--- config.mk ---
export PLATFORM = sky130hd
export DESIGN_NAME = fabric_discovery_sequencer
export DESIGN_NICKNAME = d
export VERILOG_FILES = /design/src/rtl/fds_pkg.sv /design/src/rtl/target_word_pack.sv /design/src/rtl/fabric_discovery_sequencer.sv
export VERILOG_INCLUDE_DIRS = /design/src /design/src/rtl
export SDC_FILE = /design/constraint.sdc
export NUM_CORES = 1
export LEC_CHECK = 0
export BUFFER_PORTS_ARGS = -buffer_cell sky130_fd_sc_hd__clkbuf_2
export CAP_MARGIN = 15
export CORE_UTILIZATION = 40
export DETAILED_ROUTE_END_ITERATION = 10
export GPL_TIMING_DRIVEN = 0
export PLACE_DENSITY = 0.73
export SETUP_SLACK_MARGIN = 0.4
export SYNTH_ARGS = -nofsm -noshare
export SYNTH_HDL_FRONTEND = slang
export SYNTH_HIERARCHICAL = 1
export SYNTH_SLANG_ARGS = --single-unit
--- constraint.sdc ---
create_clock -name i_clock -period 16.09 [get_ports i_clock]
set_input_delay 0.8045 -clock i_clock [delete_from_list [all_inputs] [get_ports i_clock]]
set_output_delay 0.8045 -clock i_clock [all_outputs]
set_load 0.01 [all_outputs]
--- src/rtl/fds_consts.svh ---
// Constants for the fabric discovery sequencer
`ifndef FDS_CONSTS_SVH
`define FDS_CONSTS_SVH

// Register map of the local command port
`define FDS_REG_CTRL        8'h00
`define FDS_REG_IDENT       8'h04
`define FDS_REG_STATUS      8'h08
`define FDS_REG_PORTS       8'h0C
`define FDS_CTRL_START_BIT  0
`define FDS_CTRL_ID_LSB     8
`define FDS_HOST_ID_RST     8'h01
`define FDS_IDENT_RST       32'h0000_0000

// Maintenance offsets in the far devices
`define FDS_OFF_IDENT       24'h00_0000
`define FDS_OFF_PORT_INFO   24'h00_0014
`define FDS_OFF_BASE_ID     24'h00_0060
`define FDS_OFF_HOST_LOCK   24'h00_0068
`define FDS_PORT_REGION0    24'h01_0000
`define FDS_PORT_SHIFT      17
`define FDS_OFF_TRAIN       24'h00_0068
`define FDS_OFF_ROUTE_0_7   24'h00_0A00
`define FDS_OFF_ROUTE_F8    24'h01_0A7C

// Transaction attributes and field values
`define FDS_HOP_SWITCH      8'h00
`define FDS_HOP_BEYOND      8'hFF
`define FDS_ID_UNDISC       8'hFF
`define FDS_LOCK_FREE       16'hFFFF
`define FDS_ROUTE_0_7       32'h8883_2108
`define FDS_ROUTE_F8_REST   28'h888_8888
`define FDS_TRAINED_BIT     0
`define FDS_BASE_ID_LSB     16

// Outbound target word layout
`define FDS_TGT_ID_LSB      22
`define FDS_TGT_HOP_LSB     12
`define FDS_TGT_OFF_LSB     0

`endif

--- src/rtl/fds_pkg.sv ---
// Types shared by the fabric discovery sequencer
package fds_pkg;

    typedef struct packed {
        logic        write;
        logic [7:0]  dest;
        logic [7:0]  hop;
        logic [23:0] offset;
        logic [31:0] wdata;
    } maint_req_t;

    typedef struct packed {
        logic        valid;
        logic        error;
        logic [31:0] data;
    } maint_rsp_t;

    typedef enum logic [3:0] {
        PC_IDLE      = 4'h0,
        PC_OK        = 4'h1,
        PC_UNTRAINED = 4'h2,
        PC_LOCKED    = 4'h3,
        PC_UNKNOWN   = 4'h4,
        PC_MISMATCH  = 4'h5,
        PC_RSP_ERR   = 4'h6,
        PC_HOST      = 4'h7
    } port_code_t;

endpackage

--- src/rtl/target_word_pack.sv ---
// Packs a maintenance request into the outbound target word
`timescale 1ns/10ps
`include "fds_consts.svh"

module target_word_pack (
    input  fds_pkg::maint_req_t i_req,
    output logic [31:0]         o_word
);
    // Only the upper offset bits travel in the window word
    wire [11:0] upper_offset = i_req.offset[23:12];

    assign o_word = (32'(i_req.dest) << `FDS_TGT_ID_LSB)
                  | (32'(i_req.hop) << `FDS_TGT_HOP_LSB)
                  | (32'(upper_offset) << `FDS_TGT_OFF_LSB);
endmodule // target_word_pack

--- src/rtl/fabric_discovery_sequencer.sv ---
// Functional notes
// - Read switch port information at 0x14; switch answers host's port.
// - Read host lock at 0x68 first; undiscovered device shows 0xFFFF.
// - Switch keeps per-port 256-entry tables, one nibble per ID.
// - Nibble 0x8 marks an ID unrouted; switch flags such packets.
// - Target word: ID bits 22-29, hop 12-19, upper offset 0-11.
`timescale 1ns/10ps
`include "fds_consts.svh"

module fabric_discovery_sequencer #(
    parameter int NUM_PORTS = 4
) (
    input  wire logic               i_clock,
    input  wire logic               i_resetn,
    input  wire logic [7:0]         i_addr,
    input  wire logic [31:0]        i_wdata,
    input  wire logic               i_wr,
    input  wire logic               i_rd,
    output logic [31:0]             o_rdata,
    output fds_pkg::maint_req_t     o_req,
    output logic                    o_req_valid,
    output logic [31:0]             o_target_word,
    input  fds_pkg::maint_rsp_t     i_rsp
);
    localparam int PW = $clog2(NUM_PORTS);

    // Port count limited by the four switch register regions
    if (NUM_PORTS < 2 || NUM_PORTS > 4) begin : g_bad_ports
        $error("NUM_PORTS must lie between 2 and 4");
    end

    typedef enum logic [14:0] {
        S_IDLE   = 15'h0001,
        S_PINFO  = 15'h0002,
        S_SWL_RD = 15'h0004,
        S_SWL_WR = 15'h0008,
        S_SWL_CK = 15'h0010,
        S_ROUTE  = 15'h0020,
        S_PSEL   = 15'h0040,
        S_TRAIN  = 15'h0080,
        S_RT_FF  = 15'h0100,
        S_IDENT  = 15'h0200,
        S_LK_RD  = 15'h0400,
        S_LK_WR  = 15'h0800,
        S_LK_CK  = 15'h1000,
        S_DID    = 15'h2000,
        S_DID_CK = 15'h4000
    } state_t;

    function automatic logic [23:0] port_region(input logic [PW-1:0] p);
        port_region = `FDS_PORT_REGION0 + (24'(p) << `FDS_PORT_SHIFT);
    endfunction

    function automatic logic [7:0] port_id(input logic [PW-1:0] p);
        port_id = 8'(p) + `FDS_HOST_ID_RST;
    endfunction

    // Reset release through two flops
    logic rst_meta_r;
    logic rst_sync_r;
    always_ff @(posedge i_clock or negedge i_resetn) begin
        if (!i_resetn) begin
            rst_meta_r <= 1'b0;
            rst_sync_r <= 1'b0;
        end else begin
            rst_meta_r <= 1'b1;
            rst_sync_r <= rst_meta_r;
        end
    end
    wire resetn = rst_sync_r;

    state_t                state_r;
    state_t                state_nxt;
    logic                  pend_r;
    logic [PW-1:0]         port_r;
    logic [PW-1:0]         port_nxt;
    logic [PW-1:0]         host_port_r;
    logic [7:0]            host_id_r;
    logic [31:0]           ident_r;
    logic                  busy_r;
    logic                  done_r;
    logic                  sw_fail_r;
    fds_pkg::port_code_t   code_r [NUM_PORTS];
    fds_pkg::maint_req_t   req;
    logic [31:0]           word;

    // Register decode
    wire sel_ctrl   = i_addr == `FDS_REG_CTRL;
    wire sel_ident  = i_addr == `FDS_REG_IDENT;
    wire sel_status = i_addr == `FDS_REG_STATUS;
    wire sel_ports  = i_addr == `FDS_REG_PORTS;
    wire start = i_wr && sel_ctrl && i_wdata[`FDS_CTRL_START_BIT] && !busy_r;

    logic [31:0] ports_word;
    always_comb begin
        ports_word = 32'h0000_0000;
        for (int i = 0; i < NUM_PORTS; i++) begin
            ports_word[4*i +: 4] = code_r[i];
        end
    end
    wire [31:0] status_word = {16'h0000, 8'(host_port_r),
                               5'h00, sw_fail_r, done_r, busy_r};
    wire [31:0] rd_mux = sel_ctrl   ? 32'(host_id_r) << `FDS_CTRL_ID_LSB :
                         sel_ident  ? ident_r :
                         sel_status ? status_word :
                         sel_ports  ? ports_word : 32'h0000_0000;

    // Response evaluation
    wire        rsp_here  = pend_r && i_rsp.valid;
    wire        rsp_err   = i_rsp.error;
    wire [15:0] lock_val  = i_rsp.data[15:0];
    wire        lock_free = lock_val == `FDS_LOCK_FREE;
    wire        lock_mine = lock_val == 16'(host_id_r);
    wire        trained   = i_rsp.data[`FDS_TRAINED_BIT];
    wire        known     = i_rsp.data == ident_r;
    wire        id_back   = i_rsp.data[`FDS_BASE_ID_LSB +: 8]
                            == port_id(port_r);
    wire        last_port = port_r == PW'(NUM_PORTS - 1);
    wire        agent     = state_r inside {S_IDENT, S_LK_RD, S_LK_WR,
                                            S_LK_CK, S_DID, S_DID_CK};

    // Request built from the current step
    always_comb begin
        req = '{write: 1'b0, dest: `FDS_ID_UNDISC, hop: `FDS_HOP_SWITCH,
                offset: `FDS_OFF_HOST_LOCK, wdata: 32'h0000_0000};
        unique case (state_r)
            S_PINFO:  req.offset = `FDS_OFF_PORT_INFO;
            S_SWL_WR, S_LK_WR: begin
                req.write = 1'b1;
                req.wdata = 32'(host_id_r);
            end
            S_ROUTE: begin
                req.write  = 1'b1;
                req.offset = port_region(port_r) + `FDS_OFF_ROUTE_0_7;
                req.wdata  = `FDS_ROUTE_0_7;
            end
            S_TRAIN:
                req.offset = port_region(port_r) + `FDS_OFF_TRAIN;
            S_RT_FF: begin
                req.write  = 1'b1;
                req.offset = `FDS_OFF_ROUTE_F8;
                req.wdata  = {4'(port_r), `FDS_ROUTE_F8_REST};
            end
            S_DID: begin
                req.write  = 1'b1;
                req.offset = `FDS_OFF_BASE_ID;
                req.wdata  = 32'(port_id(port_r)) << `FDS_BASE_ID_LSB;
            end
            S_DID_CK: begin
                req.dest   = port_id(port_r);
                req.offset = `FDS_OFF_BASE_ID;
            end
            S_IDENT:  req.offset = `FDS_OFF_IDENT;
            default: ;
        endcase
        if (agent) begin
            req.hop = `FDS_HOP_BEYOND;
        end
    end

    target_word_pack u_pack (
        .i_req  (req),
        .o_word (word)
    );

    // Step sequencing; each step but S_IDLE and S_PSEL waits for its response
    logic                set_code;
    fds_pkg::port_code_t code_val;
    always_comb begin
        state_nxt = state_r;
        port_nxt  = port_r;
        set_code  = 1'b0;
        code_val  = fds_pkg::PC_OK;
        unique case (state_r)
            S_IDLE:   if (start) state_nxt = S_PINFO;
            S_PSEL: begin
                if (port_r == host_port_r) begin
                    set_code = 1'b1;
                    code_val = fds_pkg::PC_HOST;
                    if (last_port) state_nxt = S_IDLE;
                    else port_nxt = port_r + PW'(1);
                end else begin
                    state_nxt = S_TRAIN;
                end
            end
            default: begin
                if (rsp_here) begin
                    unique case (state_r)
                        S_PINFO:  state_nxt = S_SWL_RD;
                        S_SWL_RD: state_nxt = lock_free ? S_SWL_WR : S_IDLE;
                        S_SWL_WR: state_nxt = S_SWL_CK;
                        S_SWL_CK: state_nxt = lock_mine ? S_ROUTE : S_IDLE;
                        S_ROUTE: begin
                            port_nxt = last_port ? '0 : port_r + PW'(1);
                            if (last_port) state_nxt = S_PSEL;
                        end
                        S_TRAIN: begin
                            state_nxt = trained ? S_RT_FF : S_PSEL;
                            set_code  = !trained;
                            code_val  = fds_pkg::PC_UNTRAINED;
                        end
                        S_RT_FF:  state_nxt = S_IDENT;
                        S_IDENT: begin
                            state_nxt = known ? S_LK_RD : S_PSEL;
                            set_code  = !known;
                            code_val  = fds_pkg::PC_UNKNOWN;
                        end
                        S_LK_RD: begin
                            state_nxt = lock_free ? S_LK_WR : S_PSEL;
                            set_code  = !lock_free;
                            code_val  = fds_pkg::PC_LOCKED;
                        end
                        S_LK_WR:  state_nxt = S_LK_CK;
                        S_LK_CK: begin
                            state_nxt = lock_mine ? S_DID : S_PSEL;
                            set_code  = !lock_mine;
                            code_val  = fds_pkg::PC_LOCKED;
                        end
                        S_DID:    state_nxt = S_DID_CK;
                        S_DID_CK: begin
                            state_nxt = S_PSEL;
                            set_code  = 1'b1;
                            code_val  = id_back ? fds_pkg::PC_OK
                                                : fds_pkg::PC_MISMATCH;
                        end
                        default: state_nxt = S_IDLE;
                    endcase
                    if (rsp_err && agent) begin
                        state_nxt = S_PSEL;
                        set_code  = 1'b1;
                        code_val  = fds_pkg::PC_RSP_ERR;
                    end else if (rsp_err && state_r != S_TRAIN
                                 && state_r != S_RT_FF) begin
                        state_nxt = S_IDLE;
                    end
                    // Leaving a probed port moves on to the next one
                    if (state_nxt == S_PSEL && state_r != S_ROUTE) begin
                        if (last_port) state_nxt = S_IDLE;
                        else port_nxt = port_r + PW'(1);
                    end
                end
            end
        endcase
    end

    wire leave  = busy_r && state_nxt == S_IDLE;
    wire sw_bad = leave && state_r != S_PSEL && !agent && state_r != S_DID_CK
                  && state_r != S_TRAIN && state_r != S_RT_FF;

    always_ff @(posedge i_clock or negedge resetn) begin
        if (!resetn) begin
            state_r     <= S_IDLE;
            pend_r      <= 1'b0;
            port_r      <= '0;
            host_port_r <= '0;
            host_id_r   <= `FDS_HOST_ID_RST;
            ident_r     <= `FDS_IDENT_RST;
            busy_r      <= 1'b0;
            done_r      <= 1'b0;
            sw_fail_r   <= 1'b0;
            o_rdata     <= 32'h0000_0000;
            o_req       <= '0;
            o_req_valid <= 1'b0;
            o_target_word <= 32'h0000_0000;
            for (int i = 0; i < NUM_PORTS; i++) code_r[i] <= fds_pkg::PC_IDLE;
        end else begin
            state_r     <= state_nxt;
            port_r      <= port_nxt;
            o_rdata     <= i_rd ? rd_mux : 32'h0000_0000;
            o_req_valid <= 1'b0;
            if (state_r != S_IDLE && state_r != S_PSEL && !pend_r) begin
                pend_r        <= 1'b1;
                o_req_valid   <= 1'b1;
                o_req         <= req;
                o_target_word <= word;
            end else if (rsp_here) begin
                pend_r <= 1'b0;
            end
            if (rsp_here && state_r == S_PINFO) begin
                host_port_r <= i_rsp.data[PW-1:0];
            end
            if (i_wr && sel_ctrl && !busy_r) begin
                host_id_r <= i_wdata[`FDS_CTRL_ID_LSB +: 8];
            end
            if (i_wr && sel_ident && !busy_r) ident_r <= i_wdata;
            if (set_code) code_r[port_r] <= code_val;
            if (start) begin
                busy_r    <= 1'b1;
                done_r    <= 1'b0;
                sw_fail_r <= 1'b0;
                port_r    <= '0;
                for (int i = 0; i < NUM_PORTS; i++) begin
                    code_r[i] <= fds_pkg::PC_IDLE;
                end
            end else if (leave) begin
                busy_r    <= 1'b0;
                done_r    <= 1'b1;
                sw_fail_r <= sw_bad;
            end
        end
    end
endmodule // fabric_discovery_sequencer

==> impl_metrics.env, run 1 <==
export IMPL_status="complete, no violations"
export IMPL_grt_start_max_net_pins=70
export IMPL_p_leak_nw=5.64
export IMPL_tritoncts_clock_tree="built"
export IMPL_totalNegativeSetupSlack_ns=0
export IMPL_top_level_ports=216
export IMPL_critical_path_endpoint_type="register"
export IMPL_pre_cts_ws_ns=11.99
export IMPL_synth_warnings=6
export IMPL_power_clock_fraction_pct=34.7
export IMPL_timing_rr_end="o_target_word[4]"
export IMPL_switchingPower_mw=0.392
export IMPL_ctsLongestPathBuffers=2
export IMPL_cts_buffers=17
export IMPL_port_buffers=188
export IMPL_startpoint_type="register"
export IMPL_worstReg2RegStart="state_r[9]"
export IMPL_power_internal_mw=0.825
export IMPL_setup_slack_ns=12.18
export IMPL_place_hpwl_microns=18400
export IMPL_cp_cell_sequence="buf_2 -> nor4_2 -> nand2_1 -> a21oi_1 -> or2_2 -> clkbuf_1 -> inv_2 -> buf_1 -> clkbuf_1 -> nand2_1 -> nand2_1"
export IMPL_worst_ep_arrival_time_ns=4.23
export IMPL_drc=0
export IMPL_worst_r2r_path_depth=11
export IMPL_cts_hold_fix_buffers=0
export IMPL_postCtsResizedCells=0
export IMPL_area_growth_syn_to_layout_pct=24.0
export IMPL_timing_final_setup_violations=0
export IMPL_period_share_pct=24.3
export IMPL_antenna_found_initial=0
export IMPL_delay_of_the_slowest_critical_path_stage_ns=0.69
export IMPL_instances_no_fill=1390
export IMPL_globalRouteOverflowTotal=0
export IMPL_rsz_0062_raised_after_global_routing="no"
export IMPL_power_density_cell_area_nw_per_um2=113
export IMPL_max_cap_viol_count=0
export IMPL_timing_hold_ws_ns=0.151
export IMPL_via_count_of_the_first_global_routing_pass=7001
export IMPL_path_common_cell="nand2_1"
export IMPL_area_used_by_multi_input_combinational_logic_sq_um=3770
export IMPL_regToRegSetupSlack_ns=12.18
export IMPL_track_usage_pct=22.8
export IMPL_design_die_area_sq_um=22300
export IMPL_fin_crit_ns=3.91
export IMPL_seqPwrFrac_pct=43.1
export IMPL_holdCritPathClass="in -> async"
export IMPL_die_h_microns=149
export IMPL_antenna_diode_count=0
export IMPL_clock_sinks=171
export IMPL_cts_htree_levels=4
export IMPL_clk_pin_slew_ns=0.07
export IMPL_criticalPathCategory="reg -> reg"
export IMPL_critical_path_required_ns=16.41
export IMPL_postRouteAntennaNets=0
export IMPL_fillerInstances=1941
export IMPL_clk_latency_ns=0.43
export IMPL_post_synth_instance_area_sq_um=8680
export IMPL_irDropWorstVdd_uv=72.1
export IMPL_clock_tree_root_cell="clkbuf_16"
export IMPL_num_vias=7008
export IMPL_post_route_cells_drive_above_1_share_pct=34.3
export IMPL_drt_wirelength_per_cell_microns=17.6
export IMPL_postCtsSetupBuffers=0
export IMPL_count_of_pins_over_their_slew_limit=0
export IMPL_switching_share_pct=32.2
export IMPL_max_slew_worst_pin_slew_ns=1.16
export IMPL_slowest_stage="nor4_2"
export IMPL_finish_net_count=1184
export IMPL_core_sq_um=21200
export IMPL_synthesis_area_per_instance_sq_um=10.1
export IMPL_placementRows=53
export IMPL_critical_path_max_fanout=10
export IMPL_totalWireLength_microns=24400
export IMPL_place_congestion=0.913
export IMPL_combinational_cell_fraction_of_total_power_pct=22.2
export IMPL_clk_skew_ns=0.0150
export IMPL_placedCellCount=1358
export IMPL_synth_cells=856
export IMPL_grt_first_pass_wirelength_microns=38500
export IMPL_vias_per_cell=5.04
export IMPL_max_slew_margin_pct=22.0
export IMPL_drt_first_iter_violations=502
export IMPL_start_util_pct=41.1
export IMPL_finalHoldViolations=0
export IMPL_reg_area_sq_um=4290
export IMPL_drt_pass1_iterations=5
export IMPL_dieWidth_microns=149
export IMPL_fmaxAchievable_mhz=256
## through the flow
step / util [%] / total power, mW / area, sq um
after floorplan: - / 0.693 / 8820
after global placement: 47.8 / 0.795 / 10100
after detailed placement: 48.1 / 0.803 / 10200
after CTS: 50.9 / 1.22 / 10800
after global routing: 50.9 / 1.28 / 10800
final: 50.9 / 1.22 / 10800
## worst max-delay path, delay by kind of cell (launching register included)
family | cells | cell delay [ns]
buffers and inverters | 5 | 1.47
AOI/OAI and AO/OA | 1 | 0.56
and+or+nand+nor | 5 | 1.40
DFF | 1 | 0.35
## cell usage in the layout (no fill, tap or decap), types with 12 or more instances in the layout
cell type,count
nor2_1,43
o21ai_0,17
and2_1,28
xnor2_1,45
nand2_1,169
inv_1,12
dfrtp_1,168
clkbuf_1,29
nand3_1,13
conb_1,39
buf_4,76
clkbuf_2,188
mux2_2,59
clkbuf_16,17
nand4_1,20
## sequential cells by signal (all words and copies together) (netlist names)
signal	flops
pend_r	1
ident_r	32
o_target_word	32
code_r	12
sw_fail_r	1
busy_r	1
host_port_r	2
o_req_valid	1
o_rdata	32
port_r	2
state_r	15
rst_meta_r	1
done_r	1
o_req	29
host_id_r	8
resetn	1
## power by group through the flow
stage / sequential, mW / combinational [mW] / clock (mW)
2_1_floorplan: 0.545 / 0.148 / 0
3_3_place_gp: 0.536 / 0.259 / 0
3_5_place_dp: 0.532 / 0.271 / 0
4_1_cts: 0.525 / 0.272 / 0.427
5_1_grt: 0.532 / 0.302 / 0.444
6_report: 0.524 / 0.270 / 0.422
## final cells by class
class	instances	area share [%]
flip-flops and latches	171	39.8
repair buffers	191	9.34
well taps	275	3.20
multi-input cells	595	35.0
plain buffers	113	6.69
clock buffers	19	4.11
clock inverters	13	1.42
inverters	13	0.453
## routing by layer
| metal | wire [microns] | vias up | GRT usage [%] |
|---|---|---|---|
| li1 | - | 3326 | - |
| met4 | 483 | 0 | 6.58 |
| met1 | 10700 | 3328 | 30.1 |
| met3 | 1850 | 26 | 5.29 |
| met2 | 11400 | 328 | 37.1 |
| met5 | 0 | - | 0 |
## how the worst max path moves through the flow
stage               slack (ns)        start               end
floorplan                10.98       resetn            busy_r
global placement          8.99       resetn        state_r[3]
detailed placement       11.99     i_rsp[0]         code_r[4]
CTS                      12.22   state_r[9]  o_target_word[5]
global route             11.86  state_r[14]  o_target_word[5]
finish                   12.18   state_r[9]  o_target_word[4]
No activity file was read; power rests on OpenSTA's default activity.
==> run 2, diff against run 1 <==
clock period = 3.75 ns   (was 16.09 ns; I/O delays follow)
==> impl_metrics.env, run 2 (synthesis gave the netlist of run 1 again) <==
export IMPL_max_cap_viol_count=0
export IMPL_finish_net_count=1213
export IMPL_crit_buf_inv=1
export IMPL_cts_buffers=17
export IMPL_switchingPower_mw=1.69
export IMPL_highest_count_cells_in_the_layout_ignoring_fill_and_taps="clkbuf_2 (192), nand2_1 (168), dfrtp_1 (168)"
export IMPL_area_growth_syn_to_layout_pct=28.1
export IMPL_ctsLongestPathBuffers=2
export IMPL_power_density_cell_area_nw_per_um2=474
export IMPL_drt_pass1_iterations=5
export IMPL_antenna_found_initial=0
export IMPL_antenna_diode_count=0
export IMPL_placed_area_sq_um=10200
export IMPL_fmaxAchievable_mhz=307
export IMPL_design_die_area_sq_um=22300
export IMPL_grt_first_pass_wirelength_microns=38600
export IMPL_max_slew_margin_pct=31.9
export IMPL_die_h_microns=149
export IMPL_postRouteAntennaNets=0
export IMPL_instances_no_fill=1419
export IMPL_startpoint_type="register"
export IMPL_layout_top_registers="ident_r (32), o_rdata (32), o_target_word (32)"
export IMPL_slowest_stage="or4b_2"
export IMPL_num_vias=7141
export IMPL_place_congestion=0.929
export IMPL_totalWireLength_microns=24700
export IMPL_finalHoldViolations=0
export IMPL_max_slew_worst_pin_slew_ns=1.01
export IMPL_tritoncts_clock_tree="built"
export IMPL_count_of_pins_over_their_slew_limit=0
export IMPL_globalRouteOverflowTotal=0
export IMPL_pre_cts_ws_ns=-0.106
export IMPL_clock_sinks=171
export IMPL_switching_share_pct=32.0
export IMPL_seqPwrFrac_pct=42.5
export IMPL_most_common_cell_after_layout_fill_and_taps_aside="clkbuf_2"
export IMPL_via_count_of_the_first_global_routing_pass=7110
export IMPL_port_buffers=188
export IMPL_placementRows=53
export IMPL_delay_of_the_slowest_critical_path_stage_ns=0.70
export IMPL_setup_slack_ns=0.489
export IMPL_clk_pin_slew_ns=0.07
export IMPL_drt_wirelength_per_cell_microns=17.4
export IMPL_post_route_cells_drive_above_1_share_pct=34.5
export IMPL_core_sq_um=21200
export IMPL_critical_path_top_delay_family="compound AO/OA/AOI/OAI gates"
export IMPL_vias_per_cell=5.03
export IMPL_combinational_cell_fraction_of_total_power_pct=22.6
export IMPL_clock_tree_root_cell="clkbuf_16"
export IMPL_top_level_ports=216
export IMPL_power_internal_mw=3.59
export IMPL_critical_path_required_ns=4.12
export IMPL_cp_cell_sequence="buf_2 -> or4b_2 -> o22ai_1 -> and3_1 -> o41a_2 -> o31ai_2 -> o21a_1 -> a311o_1 -> a21oi_2 -> a22o_1"
export IMPL_final_area_sq_um=11100
export IMPL_power_clock_fraction_pct=34.9
export IMPL_drt_first_iter_violations=579
export IMPL_period_share_pct=87.0
export IMPL_criticalPathCategory="reg -> reg"
export IMPL_timing_hold_ws_ns=0.00879
export IMPL_track_usage_pct=22.8
export IMPL_fillerInstances=1870
export IMPL_dieWidth_microns=149
export IMPL_worst_ep_arrival_time_ns=3.63
export IMPL_placedCellCount=1358
export IMPL_fin_util_pct=52.6
export IMPL_timing_final_setup_violations=0
export IMPL_drc=0
export IMPL_irDropWorstVdd_uv=319
export IMPL_critical_path_max_fanout=9
export IMPL_place_hpwl_microns=18500
export IMPL_p_leak_nw=5.80
export IMPL_start_util_pct=41.1
export IMPL_critical_path_endpoint_type="register"
export IMPL_grt_start_max_net_pins=68
export IMPL_cts_htree_levels=4
export IMPL_fin_crit_ns=3.26
export IMPL_clk_latency_ns=0.43
export IMPL_rsz_0062_raised_after_global_routing="yes"
export IMPL_holdCritPathClass="in -> reg"
export IMPL_status="complete, no violations"
export IMPL_clk_skew_ns=0.0148
[run 2: cell types whose count changed in the layout (fill, tap and decap cells not counted), sizes merged]
| cell | change |
|---|---|
| dlygate4sd3 | +26 |
| clkinvlp | -1 |
| buf | +3 |
| clkdlybuf4s18 | -1 |
| clkbuf | +1 |
| clkinv | +1 |
[run 2: timing repair]
item	4_1_cts	5_1_grt
resized for setup	7	9
pin swaps	0	1
hold endpoints to repair	26	1
setup endpoints to repair	61	27
buffers inserted	2	1
hold buffers	25	1
[run 2: final cells by class]
cell class                 count  area [sq um]  area share [%]
buffer                       113           726            6.52
clock buffer                  19           453            4.07
clock inverter                13           166            1.50
multi-input combinational    595          3820            34.3
sequential                   171          4290            38.5
tap                          275           344            3.09
inverter                      13          48.8           0.439
timing repair buffer         220          1280            11.5
[run 2: worst register-to-register path, cell delays in order, from the launching register on]
cell     delay [ns]
dfrtp_1        0.36
buf_2          0.18
or4b_2         0.70
o22ai_1        0.23
and3_1         0.27
o41a_2         0.28
o31ai_2        0.11
o21a_1         0.26
a311o_1        0.36
a21oi_2        0.27
a22o_1         0.20
[run 2: worst paths after layout]
check | start | end | slack (ns) | cells after the start
max in group asynchronous | resetn | host_id_r[0] | 2.63 | 1
setup / recovery | state_r[9] | code_r[6] | 0.49 | 10
setup reg to reg | state_r[9] | code_r[6] | 0.49 | 10
hold / removal | i_wdata[14] | host_id_r[6] | 0.009 | 2
min in group asynchronous | i_resetn | resetn | 0.06 | 2
hold reg to reg | resetn | o_rdata[13] | 0.35 | 0
[run 2: through the flow]
step | setup TNS [ns] | power [mW]
5_1_grt | 0 | 5.55
6_report | 0 | 5.28
2_1_floorplan | 0 | 2.97
3_5_place_dp | -0.868 | 3.44
3_3_place_gp | -29.26 | 3.41
4_1_cts | 0 | 5.31
[run 2: per-layer routing]
metal	up-vias	part of all wire, %	GRT usage, %
met4	0	2.4	7.65
met3	40	6.6	4.83
met1	3398	44	29.8
met5	-	0	0
met2	311	47	37.4
li1	3392	-	-
[run 2: power groups by stage]
stage | sequential (mW) | clock [mW] | combinational (mW)
3_5_place_dp | 2.28 | 0 | 1.16
4_1_cts | 2.25 | 1.87 | 1.19
6_report | 2.24 | 1.84 | 1.19
2_1_floorplan | 2.34 | 0 | 0.635
3_3_place_gp | 2.30 | 0 | 1.11
5_1_grt | 2.27 | 1.95 | 1.33
==> run 3, diff against run 2 <==
PLACE_DENSITY = 0.74   (was 0.73)
SYNTH_HIERARCHICAL = unset   (was 1)
==> impl_metrics.env, run 3 <==
export IMPL_ys_flop_type="dfrtp_1"
export IMPL_hold_path_depth=3
export IMPL_ctsLongestPathBuffers=2
export IMPL_max_slew_worst_pin_slew_ns=1.03
export IMPL_core_sq_um=18200
export IMPL_area_growth_syn_to_layout_pct=29.9
export IMPL_track_usage_pct=22.7
export IMPL_totalNegativeSetupSlack_ns=0
export IMPL_irDropWorstVdd_uv=326
export IMPL_clk_latency_ns=0.43
export IMPL_synth_top_cell_by_area="dfrtp_1"
export IMPL_drt_wirelength_per_cell_microns=17.4
export IMPL_timing_rr_end="code_r[8]"
export IMPL_yosys_top_cells_count="dfrtp_1 (137), nand2_1 (80), buf_4 (76)"
export IMPL_placedCellCount=1176
export IMPL_place_hpwl_microns=16400
export IMPL_tritoncts_clock_tree="built"
export IMPL_place_congestion=0.942
export IMPL_drc=17
export IMPL_startpoint_type="register"
export IMPL_post_route_cells_drive_above_1_share_pct=36.4
export IMPL_num_vias=6458
export IMPL_worst_r2r_path_depth=9
export IMPL_critical_path_endpoint_type="register"
export IMPL_highest_count_cells_in_the_layout_ignoring_fill_and_taps="clkbuf_2 (179), dfrtp_1 (136), nand2_1 (80)"
export IMPL_timing_final_setup_violations=0
export IMPL_dieWidth_microns=139
export IMPL_clock_tree_root_cell="clkbuf_16"
export IMPL_fillerInstances=1636
export IMPL_top_level_ports=216
export IMPL_power_density_cell_area_nw_per_um2=413
export IMPL_vias_per_cell=5.21
export IMPL_max_slew_margin_pct=30.8
export IMPL_grt_first_pass_wirelength_microns=33700
export IMPL_antenna_found_initial=0
export IMPL_ys_seq_area_share_pct=46.2
export IMPL_fin_crit_ns=3.11
export IMPL_violations="design-rule violations"
export IMPL_antenna_diode_count=0
export IMPL_post_synth_top_area_fraction_pct=45.5
export IMPL_clk_skew_ns=0.00960
export IMPL_globalRouteOverflowTotal=0
export IMPL_final_area_sq_um=9780
export IMPL_holdCritPathClass="in -> reg"
export IMPL_clock_sinks=139
export IMPL_fmaxAchievable_mhz=322
export IMPL_clk_pin_slew_ns=0.06
export IMPL_synth_seq_cells=139
export IMPL_drt_pass1_iterations=10
export IMPL_totalWireLength_microns=21500
export IMPL_synth_cells=731
export IMPL_synthMostInstantiatedCell="dfrtp_1"
export IMPL_cts_buffers=17
export IMPL_worst_ep_arrival_time_ns=3.47
export IMPL_synth_async_sr_flop_share_pct=100
export IMPL_p_leak_nw=4.94
export IMPL_synthesis_area_per_instance_sq_um=10.3
export IMPL_criticalPathCategory="reg -> reg"
export IMPL_drt_first_iter_violations=452
export IMPL_design_die_area_sq_um=19400
export IMPL_period_share_pct=82.9
export IMPL_start_util_pct=41.3
export IMPL_area_contributors_post_synth="dfrtp_1 (46%), buf_4 (7.6%), mux2_2 (5.4%)"
export IMPL_worstHoldEndpoint="host_id_r[7]"
export IMPL_via_count_of_the_first_global_routing_pass=6251
export IMPL_status="complete, but fails checks"
export IMPL_regToRegSetupSlack_ns=0.64
export IMPL_post_synth_instance_area_sq_um=7530
export IMPL_count_of_pins_over_their_slew_limit=0
export IMPL_number_of_enable_type_register_cells_in_the_synthesized_netlist=0
export IMPL_rsz_0062_raised_after_global_routing="no"
export IMPL_critical_path_required_ns=4.11
export IMPL_hp_start="i_wdata[15]"
export IMPL_most_common_cell_after_layout_fill_and_taps_aside="clkbuf_2"
export IMPL_finish_net_count=1080
export IMPL_cts_htree_levels=4
export IMPL_worstReg2RegStart="state_r[8]"
export IMPL_max_cap_viol_count=0
export IMPL_instances_no_fill=1240
export IMPL_die_h_microns=139
export IMPL_placementRows=49
export IMPL_grt_start_max_net_pins=55
export IMPL_postRouteAntennaNets=0
export IMPL_layout_top_registers="ident_r (32), o_rdata (32), o_req (28)"
export IMPL_finalHoldViolations=0
export IMPL_synth_warnings=0
export IMPL_critical_path_max_fanout=8
export IMPL_distinct_cells_synth=72
export IMPL_port_buffers=177
export IMPL_placed_area_sq_um=8900
-- run 3: worst max path at each step --
stage                start         end  slack (ns)
3_3_place_gp    state_r[8]   sw_fail_r        0.51
2_1_floorplan   state_r[9]  code_r[12]        1.09
5_1_grt        state_r[12]   port_r[1]        0.41
4_1_cts        state_r[10]   sw_fail_r        0.47
6_report        state_r[8]   code_r[8]        0.64
3_5_place_dp   state_r[10]   sw_fail_r        0.46
-- run 3: timing repair --
item                                   4_1_cts  5_1_grt
hold buffers                                31        0
setup buffers                                0        0
gates resized for setup                      0        2
endpoints found under the hold margin       33        0
setup endpoints to repair                    0       11
-- run 3: cells by family (layout without fill, tap and decap cells) --
kind of cell	count (synthesis)	count (layout)	synth area share [%]
AND/OR/NAND/NOR	261	261	18.7
flip-flops	139	139	46.2
buffers and inverters	117	360	10.0
AO/OA/AOI/OAI	110	110	11.1
XOR/XNOR	50	50	5.82
multiplexers	48	48	7.31
adder cells (fa/ha/maj)	4	4	0.665
other	2	39	0.0998
-- run 3: stage by stage --
stage	setup slack [ns]	util (%)	hold WS (ns)	power, mW
floorplan	1.09	-	-0.108	2.16
global placement	0.511	48.5	-0.0250	2.42
detailed placement	0.464	48.9	-0.0220	2.44
CTS	0.472	53.6	0.00372	4.07
global route	0.412	53.7	0.0128	4.21
finish	0.640	53.7	0.0258	4.03
-- run 3: worst max-delay path: stages (launching register included) --
cell and delay [ns]:
dfrtp_1 0.47, or4_4 0.57, buf_6 0.15, o32a_1 0.36, o22ai_1 0.42, nand2_1 0.23, o21ai_2 0.13, a21oi_2 0.16
a211oi_4 0.35, a22o_1 0.21
-- run 3: power by group --
group | switching, mW | total (mW) | internal, mW
registers | 0.0919 | 1.69 | 1.59
clock network | 0.719 | 1.59 | 0.872
logic | 0.391 | 0.759 | 0.368
total | 1.20 | 4.03 | 2.83
-- run 3: area by class of cell --
cell class,instances,area (sq um),area share [%]
sequential,139,3480,35.6
multi-input combinational,512,3440,35.1
timing repair buffer,211,1260,12.8
buffer,109,724,7.41
clock buffer,18,429,4.39
tap,229,287,2.93
clock inverter,14,131,1.34
inverter,8,30.0,0.307
-- run 3: per-layer routing --
metal / routed length [microns] / track usage (%) / vias to the layer above
li1: - / - / 3020
met1: 9090 / 29.0 / 3091
met2: 10300 / 36.8 / 310
met3: 1530 / 5.39 / 37
met4: 573 / 9.53 / 0
met5: 0 / 0 / -
